**src/irq_regs_pkg.sv**
```systemverilog
// Purpose: Constants for the interrupt flag, enable and priority register block
// Assumes: Wishbone classic slave, 32-bit data, byte address on wb_adr_i
// Notes: Word offsets are byte addresses on four-byte boundaries
package irq_regs_pkg;
  // ==========================================================
  // Sizes
  localparam int unsigned SRC_COUNT = 32;
  localparam int unsigned PRIO_REGS = 8;
  localparam int unsigned ADR_W = 8;
  localparam int unsigned EVT_W = 2;
  // ==========================================================
  // Register byte offsets
  localparam logic [7:0] OFS_FLAGS = 8'h00;
  localparam logic [7:0] OFS_ENABLES = 8'h04;
  localparam logic [7:0] OFS_EVT_STATUS = 8'h08;
  localparam logic [7:0] OFS_EVT_MASK = 8'h0c;
  localparam logic [7:0] OFS_PENDING = 8'h10;
  localparam logic [7:0] OFS_PRIO_BASE = 8'h20;
  localparam logic [2:0] PRIO_WIN = 3'h1;
  // ==========================================================
  // Field layout of one priority byte
  localparam int unsigned PRIO_LSB = 2;
  localparam int unsigned PRIO_W = 3;
  localparam int unsigned SUB_LSB = 0;
  localparam int unsigned SUB_W = 2;
  localparam logic [31:0] PRIO_IMPL_MASK = 32'h1f1f1f1f;
  localparam logic [2:0] PRIO_OFF = 3'h0;
  // ==========================================================
  // Event status bits
  localparam int unsigned EVT_REQ = 0;
  localparam int unsigned EVT_BADADR = 1;
  // ==========================================================
  // Reset values
  localparam logic [31:0] RST_WORD = 32'h00000000;
  localparam logic [1:0] RST_EVT = 2'h0;
endpackage : irq_regs_pkg

```
**src/irq_flag_enable_priority_regs.sv**
```systemverilog
// Purpose: Interrupt request flags, enables and per-source priority registers
// Assumes: Single clock, synchronous active-low reset, req_i synchronous pulses or levels
// Notes: Registers answer on Wishbone classic with a registered one-cycle ack, one cycle after the strobe
`timescale 1ns/1ps

module irq_flag_enable_priority_regs
  import irq_regs_pkg::*;
(
  input wire logic clk_sys_i,
  input wire logic nrst_i,
  input wire logic wb_cyc_i,
  input wire logic wb_stb_i,
  input wire logic wb_we_i,
  input wire logic [7:0] wb_adr_i,
  input wire logic [3:0] wb_sel_i,
  input wire logic [31:0] wb_dat_i,
  output logic [31:0] wb_dat_o,
  output logic wb_ack_o,
  input wire logic [31:0] req_i,
  output logic [31:0] pending_o,
  output logic irq_o
);

  // ==========================================================
  // State
  logic [31:0] flags;
  logic [31:0] enables;
  logic [31:0] prio [PRIO_REGS];
  logic [1:0] evt_status;
  logic [1:0] evt_mask;
  logic [31:0] next_flags;
  logic [31:0] next_enables;
  logic [31:0] next_prio [PRIO_REGS];
  logic [1:0] next_evt_status;
  logic [1:0] next_evt_mask;
  logic [31:0] next_pending;
  logic next_irq;
  logic next_ack;
  logic [31:0] next_rdat;
  logic [31:0] prio_nz;
  logic access;
  logic wr;
  logic hit_prio;
  logic [2:0] prio_idx;
  logic mapped;

  function automatic logic [31:0] merge(input logic [31:0] old_v, input logic [31:0] new_v,
                                        input logic [3:0] sel);
    logic [31:0] res;
    res = old_v;
    for (int b = 0; b < 4; b++) begin
      if (sel[b]) begin
        res[8*b +: 8] = new_v[8*b +: 8];
      end
    end
    return res;
  endfunction : merge

  // ==========================================================
  // Priority nonzero per source
  genvar g;
  generate
    for (g = 0; g < SRC_COUNT; g++) begin : g_nz
      assign prio_nz[g] = prio[g / 4][8 * (g % 4) + PRIO_LSB +: PRIO_W] != PRIO_OFF;
    end
  endgenerate

  // ==========================================================
  // Bus decode
  assign access = wb_cyc_i && wb_stb_i && !wb_ack_o;
  assign wr = access && wb_we_i;
  assign hit_prio = wb_adr_i[7:5] == PRIO_WIN;
  assign prio_idx = wb_adr_i[4:2];
  assign mapped = hit_prio || wb_adr_i == OFS_FLAGS || wb_adr_i == OFS_ENABLES ||
                  wb_adr_i == OFS_EVT_STATUS || wb_adr_i == OFS_EVT_MASK ||
                  wb_adr_i == OFS_PENDING;

  // ==========================================================
  // Next values
  always_comb begin
    next_flags = flags;
    next_enables = enables;
    for (int i = 0; i < PRIO_REGS; i++) begin
      next_prio[i] = prio[i];
    end
    next_evt_status = evt_status;
    next_evt_mask = evt_mask;
    next_rdat = RST_WORD;
    next_ack = access;
    if (wr && wb_adr_i == OFS_FLAGS) begin
      next_flags = merge(flags, wb_dat_i, wb_sel_i);
    end
    next_flags = next_flags | req_i;
    if (wr && wb_adr_i == OFS_ENABLES) begin
      next_enables = merge(enables, wb_dat_i, wb_sel_i);
    end
    if (wr && hit_prio) begin
      next_prio[prio_idx] = merge(prio[prio_idx], wb_dat_i & PRIO_IMPL_MASK,
                                  wb_sel_i);
    end
    if (wr && wb_adr_i == OFS_EVT_MASK && wb_sel_i[0]) begin
      next_evt_mask = wb_dat_i[1:0];
    end
    if (wr && wb_adr_i == OFS_EVT_STATUS && wb_sel_i[0]) begin
      next_evt_status = evt_status & ~wb_dat_i[1:0];
    end
    if (|req_i) begin
      next_evt_status[EVT_REQ] = 1'b1;
    end
    if (access && !mapped) begin
      next_evt_status[EVT_BADADR] = 1'b1;
    end
    if (access && !wb_we_i) begin
      if (hit_prio) begin
        next_rdat = prio[prio_idx] & PRIO_IMPL_MASK;
      end else begin
        case (wb_adr_i)
          OFS_FLAGS: next_rdat = flags;
          OFS_ENABLES: next_rdat = enables;
          OFS_EVT_STATUS: next_rdat = {30'h0, evt_status};
          OFS_EVT_MASK: next_rdat = {30'h0, evt_mask};
          OFS_PENDING: next_rdat = pending_o;
          default: next_rdat = RST_WORD;
        endcase
      end
    end
    next_pending = flags & enables & prio_nz;
    next_irq = |(next_evt_status & next_evt_mask);
  end

  // ==========================================================
  // Registers
  always_ff @(posedge clk_sys_i) begin
    if (!nrst_i) begin
      flags <= RST_WORD;
      enables <= RST_WORD;
      for (int i = 0; i < PRIO_REGS; i++) begin
        prio[i] <= RST_WORD;
      end
      evt_status <= RST_EVT;
      evt_mask <= RST_EVT;
      pending_o <= RST_WORD;
      irq_o <= 1'b0;
      wb_ack_o <= 1'b0;
      wb_dat_o <= RST_WORD;
    end else begin
      flags <= next_flags;
      enables <= next_enables;
      for (int i = 0; i < PRIO_REGS; i++) begin
        prio[i] <= next_prio[i];
      end
      evt_status <= next_evt_status;
      evt_mask <= next_evt_mask;
      pending_o <= next_pending;
      irq_o <= next_irq;
      wb_ack_o <= next_ack;
      wb_dat_o <= next_rdat;
    end
  end

  // ==========================================================
  // Checks
  property p_flag_set;
    @(posedge clk_sys_i) disable iff (!nrst_i)
      (|req_i) |=> ((flags & $past(req_i)) == $past(req_i));
  endproperty
  a_flag_set: assert property (p_flag_set) else $error("request did not set flag");

  property p_flag_write;
    @(posedge clk_sys_i) disable iff (!nrst_i)
      (wr && wb_adr_i == OFS_FLAGS && wb_sel_i == 4'hf && req_i == 32'h0)
      |=> (flags == $past(wb_dat_i));
  endproperty
  a_flag_write: assert property (p_flag_write) else $error("flag write lost");

  property p_enable_gate;
    @(posedge clk_sys_i) disable iff (!nrst_i)
      ##1 ((pending_o & ~$past(enables)) == 32'h0);
  endproperty
  a_enable_gate: assert property (p_enable_gate) else $error("disabled source pending");

  property p_enable_write;
    @(posedge clk_sys_i) disable iff (!nrst_i)
      (wr && wb_adr_i == OFS_ENABLES && wb_sel_i == 4'hf) |=> (enables == $past(wb_dat_i));
  endproperty
  a_enable_write: assert property (p_enable_write) else $error("enable write lost");

  property p_prio_write;
    @(posedge clk_sys_i) disable iff (!nrst_i)
      (wr && hit_prio && wb_sel_i == 4'hf)
      |=> (prio[$past(prio_idx)] == ($past(wb_dat_i) & PRIO_IMPL_MASK));
  endproperty
  a_prio_write: assert property (p_prio_write) else $error("priority write wrong");

  property p_prio_unimpl;
    @(posedge clk_sys_i) disable iff (!nrst_i)
      ($past(access) && !$past(wb_we_i) && $past(hit_prio))
      |-> ((wb_dat_o & ~PRIO_IMPL_MASK) == 32'h0);
  endproperty
  a_prio_unimpl: assert property (p_prio_unimpl) else $error("unimplemented bits read 1");

  property p_prio_zero;
    @(posedge clk_sys_i) disable iff (!nrst_i)
      ##1 ((pending_o & ~$past(prio_nz)) == 32'h0);
  endproperty
  a_prio_zero: assert property (p_prio_zero) else $error("zero priority pending");

  property p_sub_keep;
    @(posedge clk_sys_i) disable iff (!nrst_i)
      (wr && hit_prio && wb_sel_i[0]) |=> (prio[$past(prio_idx)][1:0] == $past(wb_dat_i[1:0]));
  endproperty
  a_sub_keep: assert property (p_sub_keep) else $error("subpriority not stored");

  property p_forward;
    @(posedge clk_sys_i) disable iff (!nrst_i)
      ##1 (pending_o == ($past(flags) & $past(enables) & $past(prio_nz)));
  endproperty
  a_forward: assert property (p_forward) else $error("forwarded set wrong");

  // ==========================================================
  // Whole priority bank for bank-wide checks
  logic [32*PRIO_REGS-1:0] prio_flat;
  genvar h;
  generate
    for (h = 0; h < PRIO_REGS; h++) begin : g_flat
      assign prio_flat[32*h +: 32] = prio[h];
    end
  endgenerate

  property p_flag_reset;
    @(posedge clk_sys_i) disable iff (!nrst_i)
      !$past(nrst_i) |-> (flags == RST_WORD);
  endproperty
  a_flag_reset: assert property (p_flag_reset) else $error("flags not cleared by reset");

  property p_enable_reset;
    @(posedge clk_sys_i) disable iff (!nrst_i)
      !$past(nrst_i) |-> (enables == RST_WORD);
  endproperty
  a_enable_reset: assert property (p_enable_reset) else $error("enables not cleared");

  property p_prio_reset;
    @(posedge clk_sys_i) disable iff (!nrst_i)
      !$past(nrst_i) |-> (prio_flat == {PRIO_REGS{RST_WORD}});
  endproperty
  a_prio_reset: assert property (p_prio_reset) else $error("priorities not cleared");

  property p_flag_sticky;
    @(posedge clk_sys_i) disable iff (!nrst_i)
      !(wr && wb_adr_i == OFS_FLAGS) |=> ((flags & $past(flags)) == $past(flags));
  endproperty
  a_flag_sticky: assert property (p_flag_sticky) else $error("flag dropped without write");

  property p_enable_hold;
    @(posedge clk_sys_i) disable iff (!nrst_i)
      !(wr && wb_adr_i == OFS_ENABLES) |=> $stable(enables);
  endproperty
  a_enable_hold: assert property (p_enable_hold) else $error("enables changed unasked");

  property p_prio_hold;
    @(posedge clk_sys_i) disable iff (!nrst_i)
      !(wr && hit_prio) |=> $stable(prio_flat);
  endproperty
  a_prio_hold: assert property (p_prio_hold) else $error("priorities changed unasked");

  property p_unimpl_zero;
    @(posedge clk_sys_i) disable iff (!nrst_i)
      (prio_flat & ~{PRIO_REGS{PRIO_IMPL_MASK}}) == {PRIO_REGS{RST_WORD}};
  endproperty
  a_unimpl_zero: assert property (p_unimpl_zero) else $error("unimplemented bits stored");

  property p_prio_field;
    @(posedge clk_sys_i) disable iff (!nrst_i)
      (wr && hit_prio && wb_sel_i[3])
      |=> (prio[$past(prio_idx)][28:26] == $past(wb_dat_i[28:26]));
  endproperty
  a_prio_field: assert property (p_prio_field) else $error("priority field not stored");

  property p_sub_field;
    @(posedge clk_sys_i) disable iff (!nrst_i)
      (wr && hit_prio && wb_sel_i[3])
      |=> (prio[$past(prio_idx)][25:24] == $past(wb_dat_i[25:24]));
  endproperty
  a_sub_field: assert property (p_sub_field) else $error("subpriority field not stored");

  property p_flag_read;
    @(posedge clk_sys_i) disable iff (!nrst_i)
      (access && !wb_we_i && wb_adr_i == OFS_FLAGS) |=> (wb_dat_o == $past(flags));
  endproperty
  a_flag_read: assert property (p_flag_read) else $error("flag read wrong");

  property p_enable_read;
    @(posedge clk_sys_i) disable iff (!nrst_i)
      (access && !wb_we_i && wb_adr_i == OFS_ENABLES) |=> (wb_dat_o == $past(enables));
  endproperty
  a_enable_read: assert property (p_enable_read) else $error("enable read wrong");

  property p_ack_answer;
    @(posedge clk_sys_i) disable iff (!nrst_i)
      access |=> wb_ack_o;
  endproperty
  a_ack_answer: assert property (p_ack_answer) else $error("access not acknowledged");

  property p_ack_pulse;
    @(posedge clk_sys_i) disable iff (!nrst_i)
      wb_ack_o |=> !wb_ack_o;
  endproperty
  a_ack_pulse: assert property (p_ack_pulse) else $error("ack longer than one cycle");

  property p_rdat_idle;
    @(posedge clk_sys_i) disable iff (!nrst_i)
      !wb_ack_o |-> (wb_dat_o == RST_WORD);
  endproperty
  a_rdat_idle: assert property (p_rdat_idle) else $error("read data outside ack");

  property p_evt_req;
    @(posedge clk_sys_i) disable iff (!nrst_i)
      (|req_i) |=> evt_status[EVT_REQ];
  endproperty
  a_evt_req: assert property (p_evt_req) else $error("request event not set");

  property p_irq_level;
    @(posedge clk_sys_i) disable iff (!nrst_i)
      irq_o == (|(evt_status & evt_mask));
  endproperty
  a_irq_level: assert property (p_irq_level) else $error("interrupt level wrong");

endmodule : irq_flag_enable_priority_regs

```
**config.mk**
```make
export PLATFORM = sky130hd
export DESIGN_NAME = irq_flag_enable_priority_regs
export DESIGN_NICKNAME = d
export VERILOG_FILES = /design/src/irq_regs_pkg.sv /design/src/irq_flag_enable_priority_regs.sv
export SDC_FILE = /design/constraint.sdc
export NUM_CORES = 1
export LEC_CHECK = 0
export ABC_CLOCK_PERIOD_IN_PS = 2300
export BUFFER_PORTS_ARGS = -buffer_cell sky130_fd_sc_hd__buf_4
export CAP_MARGIN = 30
export CORE_UTILIZATION = 58
export CTS_BUF_LIST = sky130_fd_sc_hd__clkbuf_4 sky130_fd_sc_hd__clkbuf_8 sky130_fd_sc_hd__clkbuf_16
export CTS_CLUSTER_DIAMETER = 200
export DETAILED_ROUTE_END_ITERATION = 7
export PLACE_DENSITY = 0.8
export RECOVER_POWER = 100
export SKIP_CTS_REPAIR_TIMING = 1
export SLEW_MARGIN = 20
export SYNTH_ARGS = -nofsm -noshare
export SYNTH_HDL_FRONTEND = slang
export SYNTH_SLANG_ARGS = --single-unit
```
**constraint.sdc**
```tcl
create_clock -name clk_sys_i -period 2.3 [get_ports clk_sys_i]
set_input_delay 0.115 -clock clk_sys_i [delete_from_list [all_inputs] [get_ports clk_sys_i]]
set_output_delay 0.115 -clock clk_sys_i [all_outputs]
set_load 0.05 [all_outputs]
```
# == Word-level counts from Yosys, hierarchy flattened ==
# Memory sizes are Yosys's and may differ from the RTL's.
# Cells that the tools add are included.
# totals
regBits,134
ramBits,256
in_bits,81
out_inout_bits,66
wordCells,132
n_memories,1
# op_classes
magnitude_cmp,2
n_eq_ne,5
muxes,33
bitwise_logic,17
n_reduce_logical,62
# memory_table
name,words,word_bits,read_ports,rd_ports_with_merged_regs,wr,line_no,source
prio,8,32,9,0,8,irq_flag_enable_priority_regs.sv:28,logic [31:0] prio [PRIO_REGS];
# ops
operator,n
32-bit two-way mux,10
256-bit bitwise mux,1
256-bit two-way mux,1
32-bit one-hot mux with 5 select lines,1
32-bit demux with 3-bit select,1
8-bit two-way mux,12
3-bit nonzero test,32
32-bit bitwise AND,2
32-bit bitwise OR,1
32-bit OR reduction,1
29-bit two-way mux,1
"8-bit by 4-bit == test with 1-bit output, second input constant",2
1-bit logical AND,13
2-bit AND reduction,5
"8-bit by 3-bit == test with 1-bit output, second input constant",1
"8-bit by 5-bit == test with 1-bit output, second input constant",1
8-bit logical NOT,1
1-bit bitwise OR,8
1-bit logical OR,5
2-bit bitwise AND,2
"4-bit >= comparator, second input constant",1
"4-bit by 1-bit < comparator with 1-bit output, second input constant",1
1-bit two-way mux,4
2-bit two-way mux,2
7 further kinds,10

# == Depth between registers and ports, before layout ==
# Gate-level depths: netlist (run 1).
# depth
ltp_word,11
ltp_mapped,9
depth_no_buf,5

# == Worst setup path before layout (run 1) ==
# Ideal clock, no wire load.
# synth_path
path_type,reg-to-reg
start,register wb_ack_o
end,register irq_o
setup_ps,117
arrival_time_ps,1995
required_time_ps,2183
setup_slack_ps,188
path_stages_with_launch,5
path_buffers,0
period_less_slack_ps,2112
cell_sequence,dfxtp_1 > nand4b_1 > nor4_1 > mux2_2 > a22o_1
# synth_between
elab_chain_cells,9
word_cells_on_any_way,14
cone_classes,4 x mux; 1 x bitwise; 9 x reduce/logical
# synth_lines
element,line_no,source
from (decl),irq_flag_enable_priority_regs.sv:18,"output logic wb_ack_o,"
from (signal assigned),irq_flag_enable_priority_regs.sv:156,wb_ack_o <= next_ack;
1-bit logical NOT *,irq_flag_enable_priority_regs.sv:70,assign access = wb_cyc_i && wb_stb_i && !wb_ack_o;
1-bit logical AND *,irq_flag_enable_priority_regs.sv:70,
1-bit logical AND,irq_flag_enable_priority_regs.sv:71,assign wr = access && wb_we_i;
1-bit logical AND (2 in series),irq_flag_enable_priority_regs.sv:104,if (wr && wb_adr_i == OFS_EVT_STATUS && wb_sel_i[0]) begin
2-bit two-way mux,irq_flag_enable_priority_regs.sv:104,
"1-bit two-way mux, on equally long branches","irq_flag_enable_priority_regs.sv:107, irq_flag_enable_priority_regs.sv:110",
2-bit bitwise AND *,irq_flag_enable_priority_regs.sv:128,next_irq = |(next_evt_status & next_evt_mask);
2-bit OR reduction *,irq_flag_enable_priority_regs.sv:128,
to (signal assigned),irq_flag_enable_priority_regs.sv:155,irq_o <= next_irq;
to (decl),irq_flag_enable_priority_regs.sv:21,output logic irq_o
# Every way passes the cells marked *; elsewhere a longest branch is shown, timed or not.
# A chain may end at the register's enable or synchronous reset.

# == Worst setup path in the final report (run 1) ==
# layout_path
start,register wb_ack_o
end,register enables[6]
# layout_between
elab_chain_cells,5
# layout_lines
element,line_no,source
1-bit logical NOT,irq_flag_enable_priority_regs.sv:70,
1-bit logical AND,irq_flag_enable_priority_regs.sv:70,
1-bit logical AND,irq_flag_enable_priority_regs.sv:71,
1-bit logical AND,irq_flag_enable_priority_regs.sv:94,if (wr && wb_adr_i == OFS_ENABLES) begin
2-bit AND reduction (no line),--,
to (signal assigned),irq_flag_enable_priority_regs.sv:148,enables <= next_enables;
to (decl),irq_flag_enable_priority_regs.sv:27,logic [31:0] enables;
# No other way between the ends.

==> results.txt, run 1 <==
The flow ran to the end, but the final reports show violations. The final reports fail on hold timing, capacitance limit, slew limit. After the first detailed-routing iteration, the DRC count stood at roughly 1300. The largest net degree at the start of global routing is around 260. The power density relative to cell area is around 740 mW/mm².

The floorplan step defined a core boundary enclosing 0.0202 mm². The worst path arrival time came out at 2590 ps. The non-filler instance count after layout came out at 1777.

The clock arrives with 14.6 ps of skew. The maximum number of buffers from clock root to sink is 3. The setup TNS is 0 ps. Summed over all nets, the half-perimeter wirelength after detailed placement is roughly 24 mm. Tracing the worst setup path back leads to its startpoint at wb_ack_o. The normalized max-slew margin is -8.24%.

Of the synthesized area, sequential elements account for between 40 and 50%. The area share of xor/xnor cells in the synthesized design is 0%. The routed design could run at a clock period as short as 2170 ps. For this run, the leading register cell type out of synthesis is sky130_fd_sc_hd__dfxtp_1.

The kind of launch point of the worst setup path is a flip-flop. Summing the areas of all and, or, nand and nor instances in the mapped netlist gives 15.5% of the synthesized area. The final core utilization is between 70% and 80%.

In this design, the critical path's most frequently occurring cell is sky130_fd_sc_hd__nand2_1. The post-layout net count is 1565. The worst-case vdd ir drop came out at just over 500 µV.

The fmax is between 400 and 500 MHz. The finished layout cell area is 0.0147 mm². The routed via count divided by cell count is 6.47. TritonCTS built the clock tree.

The total number of vias is roughly 11000. The number of detailed-routing iterations run before antenna repair came out at 8. Traced cell by cell, the critical path runs through nand4b_1 > buf_4 > nor4_1 > buf_12 > nand2_1 > nand2_1 > a21boi_0.

The sum of buffers and inverters on the critical path came out at 2. Wires add up to about 38 mm. In the synthesized netlist the async set-or-reset flop fraction comes to 0%. During placement, the flow inserted port buffers numbering between 100 and 150. Across the run, the number of max-cap violations was 1. The clock slew at the register clock pins of the worst setup and hold paths came out at 70 ps.

The placed standard-cell area is 0.0134 mm². The number of max-slew violations in the final report is 262. In this run the clock root is driven by a sky130_fd_sc_hd__clkbuf_16. The via count of the first global-routing pass is a little over 10000. The synthesized design contains 294 register bits.

During I/O placement, the number of pins put on the boundary was 147. The worst setup path is of the reg -> reg kind. The global-route total usage across every layer is 33.0%.

In this run, placement finished with an instance count of 1657. For the worst setup path, the data required time is around 2700 ps. The vertical die dimension came out at 146 µm. The starting density of the core came out at approximately three fifths. The floorplan step set the die width to 146 µm. The number of distinct library cell variants in the gate-level netlist after synthesis is between 40 and 50.

The endpoint identified for the worst register-to-register timing path is enables[6]. The biggest fanout along the worst timing path is 36. The number of H-tree branching levels is 1. The number of hold violations in the final report was 5. The launch point of the worst reg-to-reg path is wb_ack_o. The number of enable-type register cells in the synthesized netlist came out at 0.

The class of the tightest hold or removal check is in -> reg. STA classifies the critical path endpoint as a flip-flop. Total power for the finished layout comes to 10.9 mW. The area growth from synthesis to layout is 23.0%.

The synthesized net count is 1390. The first-pass GRT wire length is between 50 and 60 mm. The later pin in the worst-skew pair is clocked with a latency of 540 ps. For hold timing, the worst endpoint is enables[18]. The cell count of the worst reg-to-reg path is 7. The number of rows created at floorplan is 52. The leakage power summed over all cells is 5.29 nW.

The post-synthesis share of cell area spent on full adders, half adders and majority gates came out at 0%. The count of endpoints failing setup in the final report came out at 0. The dominant combinational cell family by area after synthesis is compound AO/OA/AOI/OAI gates. The number of standard cells after synthesis came out at 1309.

The remaining routing DRC violations is 0. The number of stages on the worst hold path is 3. A synthesized cell averages 9.14 µm². The count of clock tree sinks is 294. The fraction of synthesized area in multiplexers came out at 7.89%. Among all stages on the critical path, the largest delay is contributed by sky130_fd_sc_hd__nor4_1. The number of warning messages in the yosys log came out at 0. The post-placement setup slack is 186 ps. The number of antenna violations at the first check in global routing came out at 1. Cells with a size suffix above 1 make up 15.4% of the layout. Setup repair after global routing left no endpoint under its margin. The minimum hold slack came out at -18.0 ps. In this run the cell area of the synthesized design comes to 0.0120 mm². The global-route congestion overflow total is 0.

The setup check on the worst reg-to-reg path leaves a slack of 130 ps. The family with the most delay on the worst path is simple AND/OR/NAND/NOR gates. The number of buffers added by the clock tree synthesis step came out at 29. The worst setup margin is 128 ps.

The actual slew at the worst max-slew pin came out at 1620 ps. Summing the areas of all compound-gate instances in the mapped netlist gives 23.7% of the synthesized area. The global placer's final weighted congestion came out at 0.882. The worst hold path begins at wb_sel_i[2]. The die covers ~0.021 mm². The longest individual stage delay on the worst path came out at 500 ps. In this run the remaining antenna-violating nets after routing total 0. The final routed wire length divided by cell count is 21.5 µm. The post-route clock period utilization came out at between 90 and 100%.
-- cell usage after synthesis, types with 3 or more instances --
cell	n	area [µm²]
sky130_fd_sc_hd__dfxtp_1	294	5890
sky130_fd_sc_hd__a21oi_1	169	846
sky130_fd_sc_hd__o21ai_0	160	801
sky130_fd_sc_hd__nand2_1	114	428
sky130_fd_sc_hd__nor2_1	83	312
sky130_fd_sc_hd__clkbuf_1	82	308
sky130_fd_sc_hd__nand3_1	65	325
sky130_fd_sc_hd__mux4_2	38	856
sky130_fd_sc_hd__nor3_1	35	175
sky130_fd_sc_hd__o311a_1	32	320
sky130_fd_sc_hd__and2_1	29	181
sky130_fd_sc_hd__a21boi_0	28	210
sky130_fd_sc_hd__nand2b_1	21	131
sky130_fd_sc_hd__o22ai_1	21	131
sky130_fd_sc_hd__o21a_1	19	143
sky130_fd_sc_hd__buf_2	18	90.1
sky130_fd_sc_hd__a221oi_1	14	123
sky130_fd_sc_hd__a222oi_1	11	110
sky130_fd_sc_hd__nor4_1	9	56.3
sky130_fd_sc_hd__a22oi_1	8	60.1
sky130_fd_sc_hd__mux2_2	7	78.8
sky130_fd_sc_hd__and2_0	6	37.5
sky130_fd_sc_hd__a21boi_1	4	30.0
sky130_fd_sc_hd__buf_1	4	15.0
sky130_fd_sc_hd__nand2_2	4	25.0
sky130_fd_sc_hd__nand4_1	4	25.0
sky130_fd_sc_hd__or2_2	4	25.0
sky130_fd_sc_hd__nor2b_1	3	18.8
-- layout by cell type (no fill, tap or decap), types with 11 or more instances in the layout --
cell type | Yosys | layout
sky130_fd_sc_hd__o21ai_0 | 160 | 160
sky130_fd_sc_hd__clkbuf_16 | 0 | 29
sky130_fd_sc_hd__o21a_1 | 19 | 19
sky130_fd_sc_hd__nand2b_1 | 21 | 21
sky130_fd_sc_hd__nor3_1 | 35 | 35
sky130_fd_sc_hd__a21boi_0 | 28 | 31
sky130_fd_sc_hd__a21oi_1 | 169 | 169
sky130_fd_sc_hd__a221oi_1 | 14 | 14
sky130_fd_sc_hd__and2_1 | 29 | 29
sky130_fd_sc_hd__o22ai_1 | 21 | 21
sky130_fd_sc_hd__nand3_1 | 65 | 65
sky130_fd_sc_hd__o311a_1 | 32 | 32
sky130_fd_sc_hd__nor2_1 | 83 | 78
sky130_fd_sc_hd__nand2_1 | 114 | 114
sky130_fd_sc_hd__dlygate4sd3_1 | 0 | 66
sky130_fd_sc_hd__mux4_2 | 38 | 38
sky130_fd_sc_hd__nor4_1 | 9 | 11
sky130_fd_sc_hd__dfxtp_1 | 294 | 294
sky130_fd_sc_hd__buf_4 | 1 | 102
sky130_fd_sc_hd__a222oi_1 | 11 | 11
sky130_fd_sc_hd__clkbuf_1 | 82 | 68
-- worst reg2reg max path: cells and delay by family (launching register included) --
kind	cells	cell delay [ps]
buffers and inverters	2	480
AO/OA/AOI/OAI	1	100
AND/OR/NAND/NOR	4	1130
flip-flops	1	330
-- registers in the layout, summed over array words and instances (netlist names) --
signal,flops
evt_status,2
irq_o,1
wb_dat_o,32
evt_mask,2
enables,32
pending_o,32
flags,32
prio,160
wb_ack_o,1
-- per-layer routing --
metal	GRT usage, %	wire (µm)	up-vias
met3	5.45	3900	113
met1	47.5	15400	5486
met4	11.9	1510	0
met2	50.3	17300	755
met5	0	0	-
li1	-	-	5135
-- power breakdown --
part,total [mW],internal (mW),switching [mW]
Combinational,0.689,0.313,0.376
Clock,5.04,3.00,2.03
Sequential,5.19,5.14,0.0465
-- worst max path at each step --
stage / depth (start not counted) / end
floorplan: 4 / irq_o
finish: 7 / enables[6]
global route: 7 / prio[7][20]
global placement: 5 / irq_o
detailed placement: 7 / prio[0][12]
CTS: 7 / prio[5][28]
-- area by class of cell --
cell class	instances	area, µm²
repair buffers	251	1850
inverters	1	3.75
diodes	1	2.50
clock inverters	14	179
multi-input cells	907	5620
clock buffers	39	838
fillers	1480	5510
well taps	270	338
flip-flops and latches	294	5890
-- logic make-up after synthesis --
| logic type | Yosys count |
|---|---|
| AOI/OAI and AO/OA | 473 |
| buffers and inverters | 108 |
| DFF | 294 |
| muxes | 46 |
| and+or+nand+nor | 388 |
Power figures use the tool's default switching activity.
==> run 2, diff against run 1 <==
RECOVER_POWER = 25   (was 100)
==> run 2 against run 1 <==
Compared with the run above: sequential share of layout area fell by 0.33 points; maximum frequency rose by 1.6%; critical endpoint is now prio[5][28]; the run still ends with hold timing, capacitance limit, slew limit left; highest routed layer unchanged; via count rose by 0.18%; largest power group unchanged.
==> results.txt, run 2 (synthesis gave the netlist of run 1 again) <==
After global routing, the most crowded layer is met2. The placed standard-cell area came out at 0.0134 mm². The number of antenna violations at the first check in global routing is 1. The starting density of the core came out at 59.1%. The via count of the first global-routing pass came out at between 10000 and 15000. The post-route clock period utilization came out at 92.9%. For this run, the number of standard cells in the final layout without fillers is 1777.

Setup repair after global routing left no endpoint under its margin. The flip-flop count of the largest register after layout came out at between 150 and 200. The final clock skew is 12.4 ps. In this run the number of H-tree levels came out at 1. The die covers ~0.021 mm². The worst-case vdd ir drop is 509 µV. The number of routed nets with antenna violations is 0.

The later pin in the worst-skew pair is clocked with a latency of 540 ps. The normalized max-slew margin came out at -18.3%. The met2 track demand over resource came out at 50.3%.

After routing the design area is around 0.015 mm². In this run the worst hold path is classified as in -> reg. In this run the horizontal extent of the chip is 146 µm. CTS placed an instance of sky130_fd_sc_hd__clkbuf_16 at the clock tree root.

Summed over all layers, the routed wires come to 38.0 mm. The final core utilization came out at 73.3%. Global routing consumed, over all layers together, 33.0% of the routing resources. The worst setup path is captured at a flip-flop. The setup TNS came out at 0 ps. The total number of vias is 11510. After detailed placement, the design holds a cell count of about 1700. The number of port buffers came out at 146. From synthesis to final layout, the design area changed by 24.0%. The post-DP HPWL is 23.8 mm.

Leaving out fill and tap cells, the most frequent cells in the layout are sky130_fd_sc_hd__dfxtp_1, sky130_fd_sc_hd__a21oi_1, sky130_fd_sc_hd__o21ai_0. The data required time at the worst endpoint came out at roughly 2800 ps. The biggest fanout along the worst timing path is 26. The count of clock tree sinks is 294. The minimum hold slack came out at -11.1 ps. At the pin with the least slew margin, the transition time is 1770 ps. No sink is reached through more buffers than the 3 on the longest clock path. The worst path arrival time came out at 2600 ps. The worst setup path is launched from a flip-flop. The number of rows created at floorplan came out at 52. The net count of the finished layout is 1565. Counting flops per register, the top entry is prio. The first-pass GRT wire length is 55.9 mm.

The number of DRC markers in iteration 0 came out at between 1000 and 1500. The met1 global-route usage came out at 47.5%. The number of max-slew violations in the final report came out at 262.

The run finished, with violations left. The count of endpoints failing setup in the final report came out at 0. The critical path class is reg -> reg.

The clock slew at the register clock pins of the worst setup and hold paths is 70 ps. The number of hold violations in the final report is 6. The worst setup margin is 163 ps. The largest net degree at the start of global routing is 262. The global placer's final weighted congestion is 0.882.

Pin placement for this block handled between 100 and 150 I/O pins. The post-placement setup slack came out at 186 ps. The area of the placeable core came out at 0.0202 mm². The global-route congestion overflow total came out at 0.

Counting the buffers created by CTS gives 29. After detailed routing, the average wire length per cell comes to 21.4 µm. The share of cells above drive strength 1 is 16.6%. The reported max-cap violation count came out at 1. The remaining routing DRC violations came out at 0. Global routing consumed, on the met3 layer, 5.45% of the routing resources. The vertical die dimension came out at 146 µm. The routed via count divided by cell count came out at 6.48. The shortest period the worst path allows is roughly 2100 ps. The power density relative to cell area is 735 mW/mm². The analysis attributes to cell leakage a power of 5.37 nW. The fmax came out at 468 MHz.

Summing internal, switching and leakage power gives 10.9 mW. Leaving out fill and tap cells, the most frequent cell in the layout is sky130_fd_sc_hd__dfxtp_1. The checks that failed: hold timing, capacitance limit, slew limit.

The number of detailed-routing iterations run before antenna repair came out at 8. The clock tree from TritonCTS is yes.
## run 2: layout make-up
cell class	count	area [µm²]
Antenna cell	1	2.50
Clock buffer	39	838
Clock inverter	14	179
Fill cell	1449	5390
Inverter	1	3.75
Multi-Input combinational cell	907	5670
Sequential cell	294	5890
Tap cell	270	338
Timing Repair Buffer	251	1920
## run 2: per-layer routing
metal  vias up  routed length, µm
li1       5145                  -
met1      5515              15200
met2       745              17400
met3       105               3920
met4         0               1470
met5         -                  0
## run 2: path summary, 6_finish.rpt
kind,depth (start not counted),slack [ps],to,from
setup / recovery,7,160,prio[5][28],wb_ack_o
hold / removal,3,-10,enables[18],wb_sel_i[2]
setup reg to reg,7,160,prio[5][28],wb_ack_o
hold reg to reg,2,460,pending_o[17],enables[17]
## run 2: power breakdown
part	internal (mW)	switching (mW)	total, mW
clock network	3.01	2.03	5.03
logic	0.315	0.380	0.695
registers	5.14	0.0461	5.19
total	8.46	2.45	10.9
## run 2: worst max-delay path, cell delays in order (launching register included)
cell and delay [ps]:
sky130_fd_sc_hd__dfxtp_1 330, sky130_fd_sc_hd__nand4b_1 190, sky130_fd_sc_hd__buf_4 200, sky130_fd_sc_hd__or3_1 440
sky130_fd_sc_hd__nor2_2 150, sky130_fd_sc_hd__buf_4 310, sky130_fd_sc_hd__o21ai_0 140, sky130_fd_sc_hd__a21oi_1 270
==> run 3, diff against run 2 <==
==> constraint.sdc (replaced) <==
create_clock -name clk_sys_i -period 2.3 [get_ports clk_sys_i]
set_input_delay 0.345 -clock clk_sys_i [delete_from_list [all_inputs] [get_ports clk_sys_i]]
set_output_delay 0.345 -clock clk_sys_i [all_outputs]
set_load 0.05 [all_outputs]
==> run 3 against run 2 <==
Compared with the run above: the run now ends clean; sequential share of layout area grew 1.6 points; cell area shrank 3.8%; first-iteration DRC count grew 6.9%; critical path type unchanged; largest cell class unchanged.
==> results.txt, run 3 (synthesis gave the netlist of run 1 again) <==
met2 is the most crowded layer. The die covers 0.0212 mm². For this run, global-route usage on met3 was measured as 6.36%. The number of hold violations in the final report came out at 0. The worst register-to-register path begins at wb_ack_o. The post-DP HPWL came out at between 20 and 30 mm. The number of antenna diodes in the final layout is 0. Setup slack on the critical path of the routed design comes to around 340 ps.

In the final layout, flip-flops and latches occupy 0.00589 mm². For this run, the post-layout net count is 1514. The placed standard-cell area is about 0.014 mm². The register with the most flip-flops in the layout has 160 of them.

The minimum hold slack is about 63 ps. The global-route congestion overflow total came out at 0. The later pin in the worst-skew pair is clocked with a latency of about 550 ps.

In this run the static leakage power is about 5.1 nW. The final route contains 11063 vias. The register-to-register setup slack came out at 340 ps. The run finished with clean final reports. The worst setup path is captured at a flip-flop.

After the flow finishes, the layout carries non-filler instances totaling 1723. The longest individual stage delay on the worst path came out at 410 ps. The global-route total usage across every layer is approximately a third. The number of DRC markers in iteration 0 is 1321. The actual slew at the worst max-slew pin came out at 1320 ps. The starting density of the core is 59.1%.

In the final layout, the share of cells above drive strength 1 is 18.0%. The final core utilization came out at 70.6%. The clock group share of total power came out at 44.6%. The register share of total power came out at 49.6%. The met1 global-route usage is 46.3%.

The first-pass GRT wire length came out at 56.9 mm. The number of antenna violations at the first check in global routing is 1. The worst hold path endpoint is flags[20]. The number of buffers and inverters on the critical path is 2. The analysis attributes to net switching a power of 2.34 mW.

In this run the most critical hold path is launched from req_i[20]. The finished cells cover around 0.014 mm². The most common cell after layout, fill and taps aside is sky130_fd_sc_hd__dfxtp_1.

The class of the tightest hold or removal check is in -> reg. For this design, the sink count on the clock tree is a little under 300. Power spread over the standard cell area amounts to 732 mW/mm². The number of detailed-routing iterations run before antenna repair came out at 7. More flip-flops sit in one register than any other, and that register is prio. The critical path goes through nand4b_1 > buf_4 > or3_1 > nor2_2 > buf_4 > o21ai_0 > a21oi_1. The via count of the first global-routing pass is ~10000.

Setup repair after global routing left no endpoint under its margin. The cell that appears most often on the critical path is sky130_fd_sc_hd__buf_4. The largest net degree at the start of global routing is 91. The internal power is between 8 and 9 mW. The normalized max-slew margin is 12.3%. Across the routed clock network, the largest skew measured is 10.7 ps.

The filler cells instantiated in the layout total between 1500 and 2000. The worst setup path is of the reg -> reg kind. The floorplan has 52 rows. Setup violations remaining at the end of the flow were counted as 0. The post-route clock period utilization came out at a little under nine tenths.

The global placer's final weighted congestion is 0.907. Static timing analysis puts the maximum clock frequency at 510 MHz. The horizontal die dimension came out at 146 µm. Once placement completed, the tool counted placed cells totaling around 1700. The final routed wire length divided by cell count came out at between 20 and 25 µm.

The remaining routing DRC violations came out at 0. IR analysis of the VDD net gives a maximum drop of 520 µV. Measured in cells, the most critical reg-to-reg path has a length of 7. The number of H-tree branching levels is 1. The worst register-to-register path ends at prio[5][28]. The number of max-slew violations in the final report was 0.

The post-placement setup slack came out at -60.2 ps. The reported max-cap violation count is 0. The area used by multi-input combinational logic is between 0.005 and 0.006 mm². The number of stages on the worst hold path came out at 2. The maximum number of buffers from clock root to sink came out at 3.

The area of the placeable core is 0.0202 mm². The area added between synthesis and finish came out at 19.3%. The root buffer cell is sky130_fd_sc_hd__clkbuf_16. The count of buffers added on input and output ports is between 100 and 150. The worst path arrival time is 2430 ps.

Combinational logic is responsible for 5.8% of the overall power. The net switching fraction of the power is 22.4%. The number of routed nets with antenna violations came out at 0. The clock slew at the register clock pins of the worst setup and hold paths is 70 ps.

The number of ports placed on the die boundary is 147. The shortest period the worst path allows came out at ~2000 ps. The final wirelength came out at 36.2 mm.

The number of buffers added by the clock tree synthesis step is 29. The library cells used most frequently in the layout, excluding fill and tap cells, are sky130_fd_sc_hd__dfxtp_1, sky130_fd_sc_hd__a21oi_1, sky130_fd_sc_hd__o21ai_0. The family with the most delay on the worst path is simple AND/OR/NAND/NOR gates. The routed via count divided by cell count is 6.42.

The biggest fanout along the worst timing path came out at 12. The kind of launch point of the worst setup path is a flip-flop. The met2 track demand over resource came out at 53.5%.

The slowest stage of the critical path belongs to the cell sky130_fd_sc_hd__or3_1. Measured along the y axis, the die boundary spans 146 µm. TritonCTS built the clock tree. The data required time at the worst endpoint came out at 2770 ps.
## run 3: cell types whose count changed in the layout (fill, tap and decap cells not counted), sizes merged
| cell | before | now |
|---|---|---|
| diode | 1 | 0 |
| clkinv | 8 | 4 |
| clkbuf | 97 | 106 |
| bufinv | 4 | 0 |
| dlygate4sd3 | 66 | 0 |
| buf | 127 | 139 |
## run 3: layout make-up
| type | count | share of cell area [%] |
|---|---|---|
| tap | 270 | 2.37 |
| inverter | 1 | 0.0263 |
| multi-input combinational | 907 | 39.7 |
| clock inverter | 6 | 0.254 |
| clock buffer | 45 | 6.40 |
| sequential | 294 | 41.2 |
| timing repair buffer | 200 | 10.0 |
## run 3: power groups by stage
stage          Combinational [mW]  Clock, mW  Sequential [mW]
3_3_place_gp                0.584          0             5.29
2_1_floorplan               0.317          0             5.28
5_1_grt                     0.645       4.92             5.19
6_report                    0.607       4.66             5.19
4_1_cts                     0.596       4.69             5.18
3_5_place_dp                0.592          0             5.30
## run 3: through the flow
step / TNS [ps] / total power [mW]
floorplan: 0 / 5.60
global placement: -180 / 5.88
detailed placement: -82.2 / 5.89
CTS: 0 / 10.5
global route: 0 / 10.7
finish: 0 / 10.5
## run 3: worst register-to-register path: stages (launching register included)
cell and delay (ps):
sky130_fd_sc_hd__dfxtp_1 330, sky130_fd_sc_hd__nand4b_1 180, sky130_fd_sc_hd__buf_4 200, sky130_fd_sc_hd__or3_1 420, sky130_fd_sc_hd__nor2_2 200, sky130_fd_sc_hd__buf_4 210, sky130_fd_sc_hd__o21ai_0 130, sky130_fd_sc_hd__a21oi_1 220
## run 3: worst max path at each step
| stage | startpoint | end | cells past startpoint | slack (ps) |
|---|---|---|---|---|
| 3_5_place_dp | wb_adr_i[4] | wb_dat_o[24] | 8 | -60 |
| 5_1_grt | wb_ack_o | prio[2][28] | 7 | 230 |
| 3_3_place_gp | wb_adr_i[4] | wb_dat_o[24] | 8 | -180 |
| 2_1_floorplan | wb_adr_i[4] | irq_o | 6 | 90 |
| 4_1_cts | wb_ack_o | prio[4][11] | 7 | 370 |
| 6_report | wb_ack_o | prio[5][28] | 7 | 340 |
## run 3: per-layer routing
| layer | vias up | wire, µm |
|---|---|---|
| li1 | 5031 | - |
| met2 | 621 | 16700 |
| met4 | 2 | 1180 |
| met3 | 78 | 3640 |
| met1 | 5331 | 14700 |
| met5 | - | 15 |
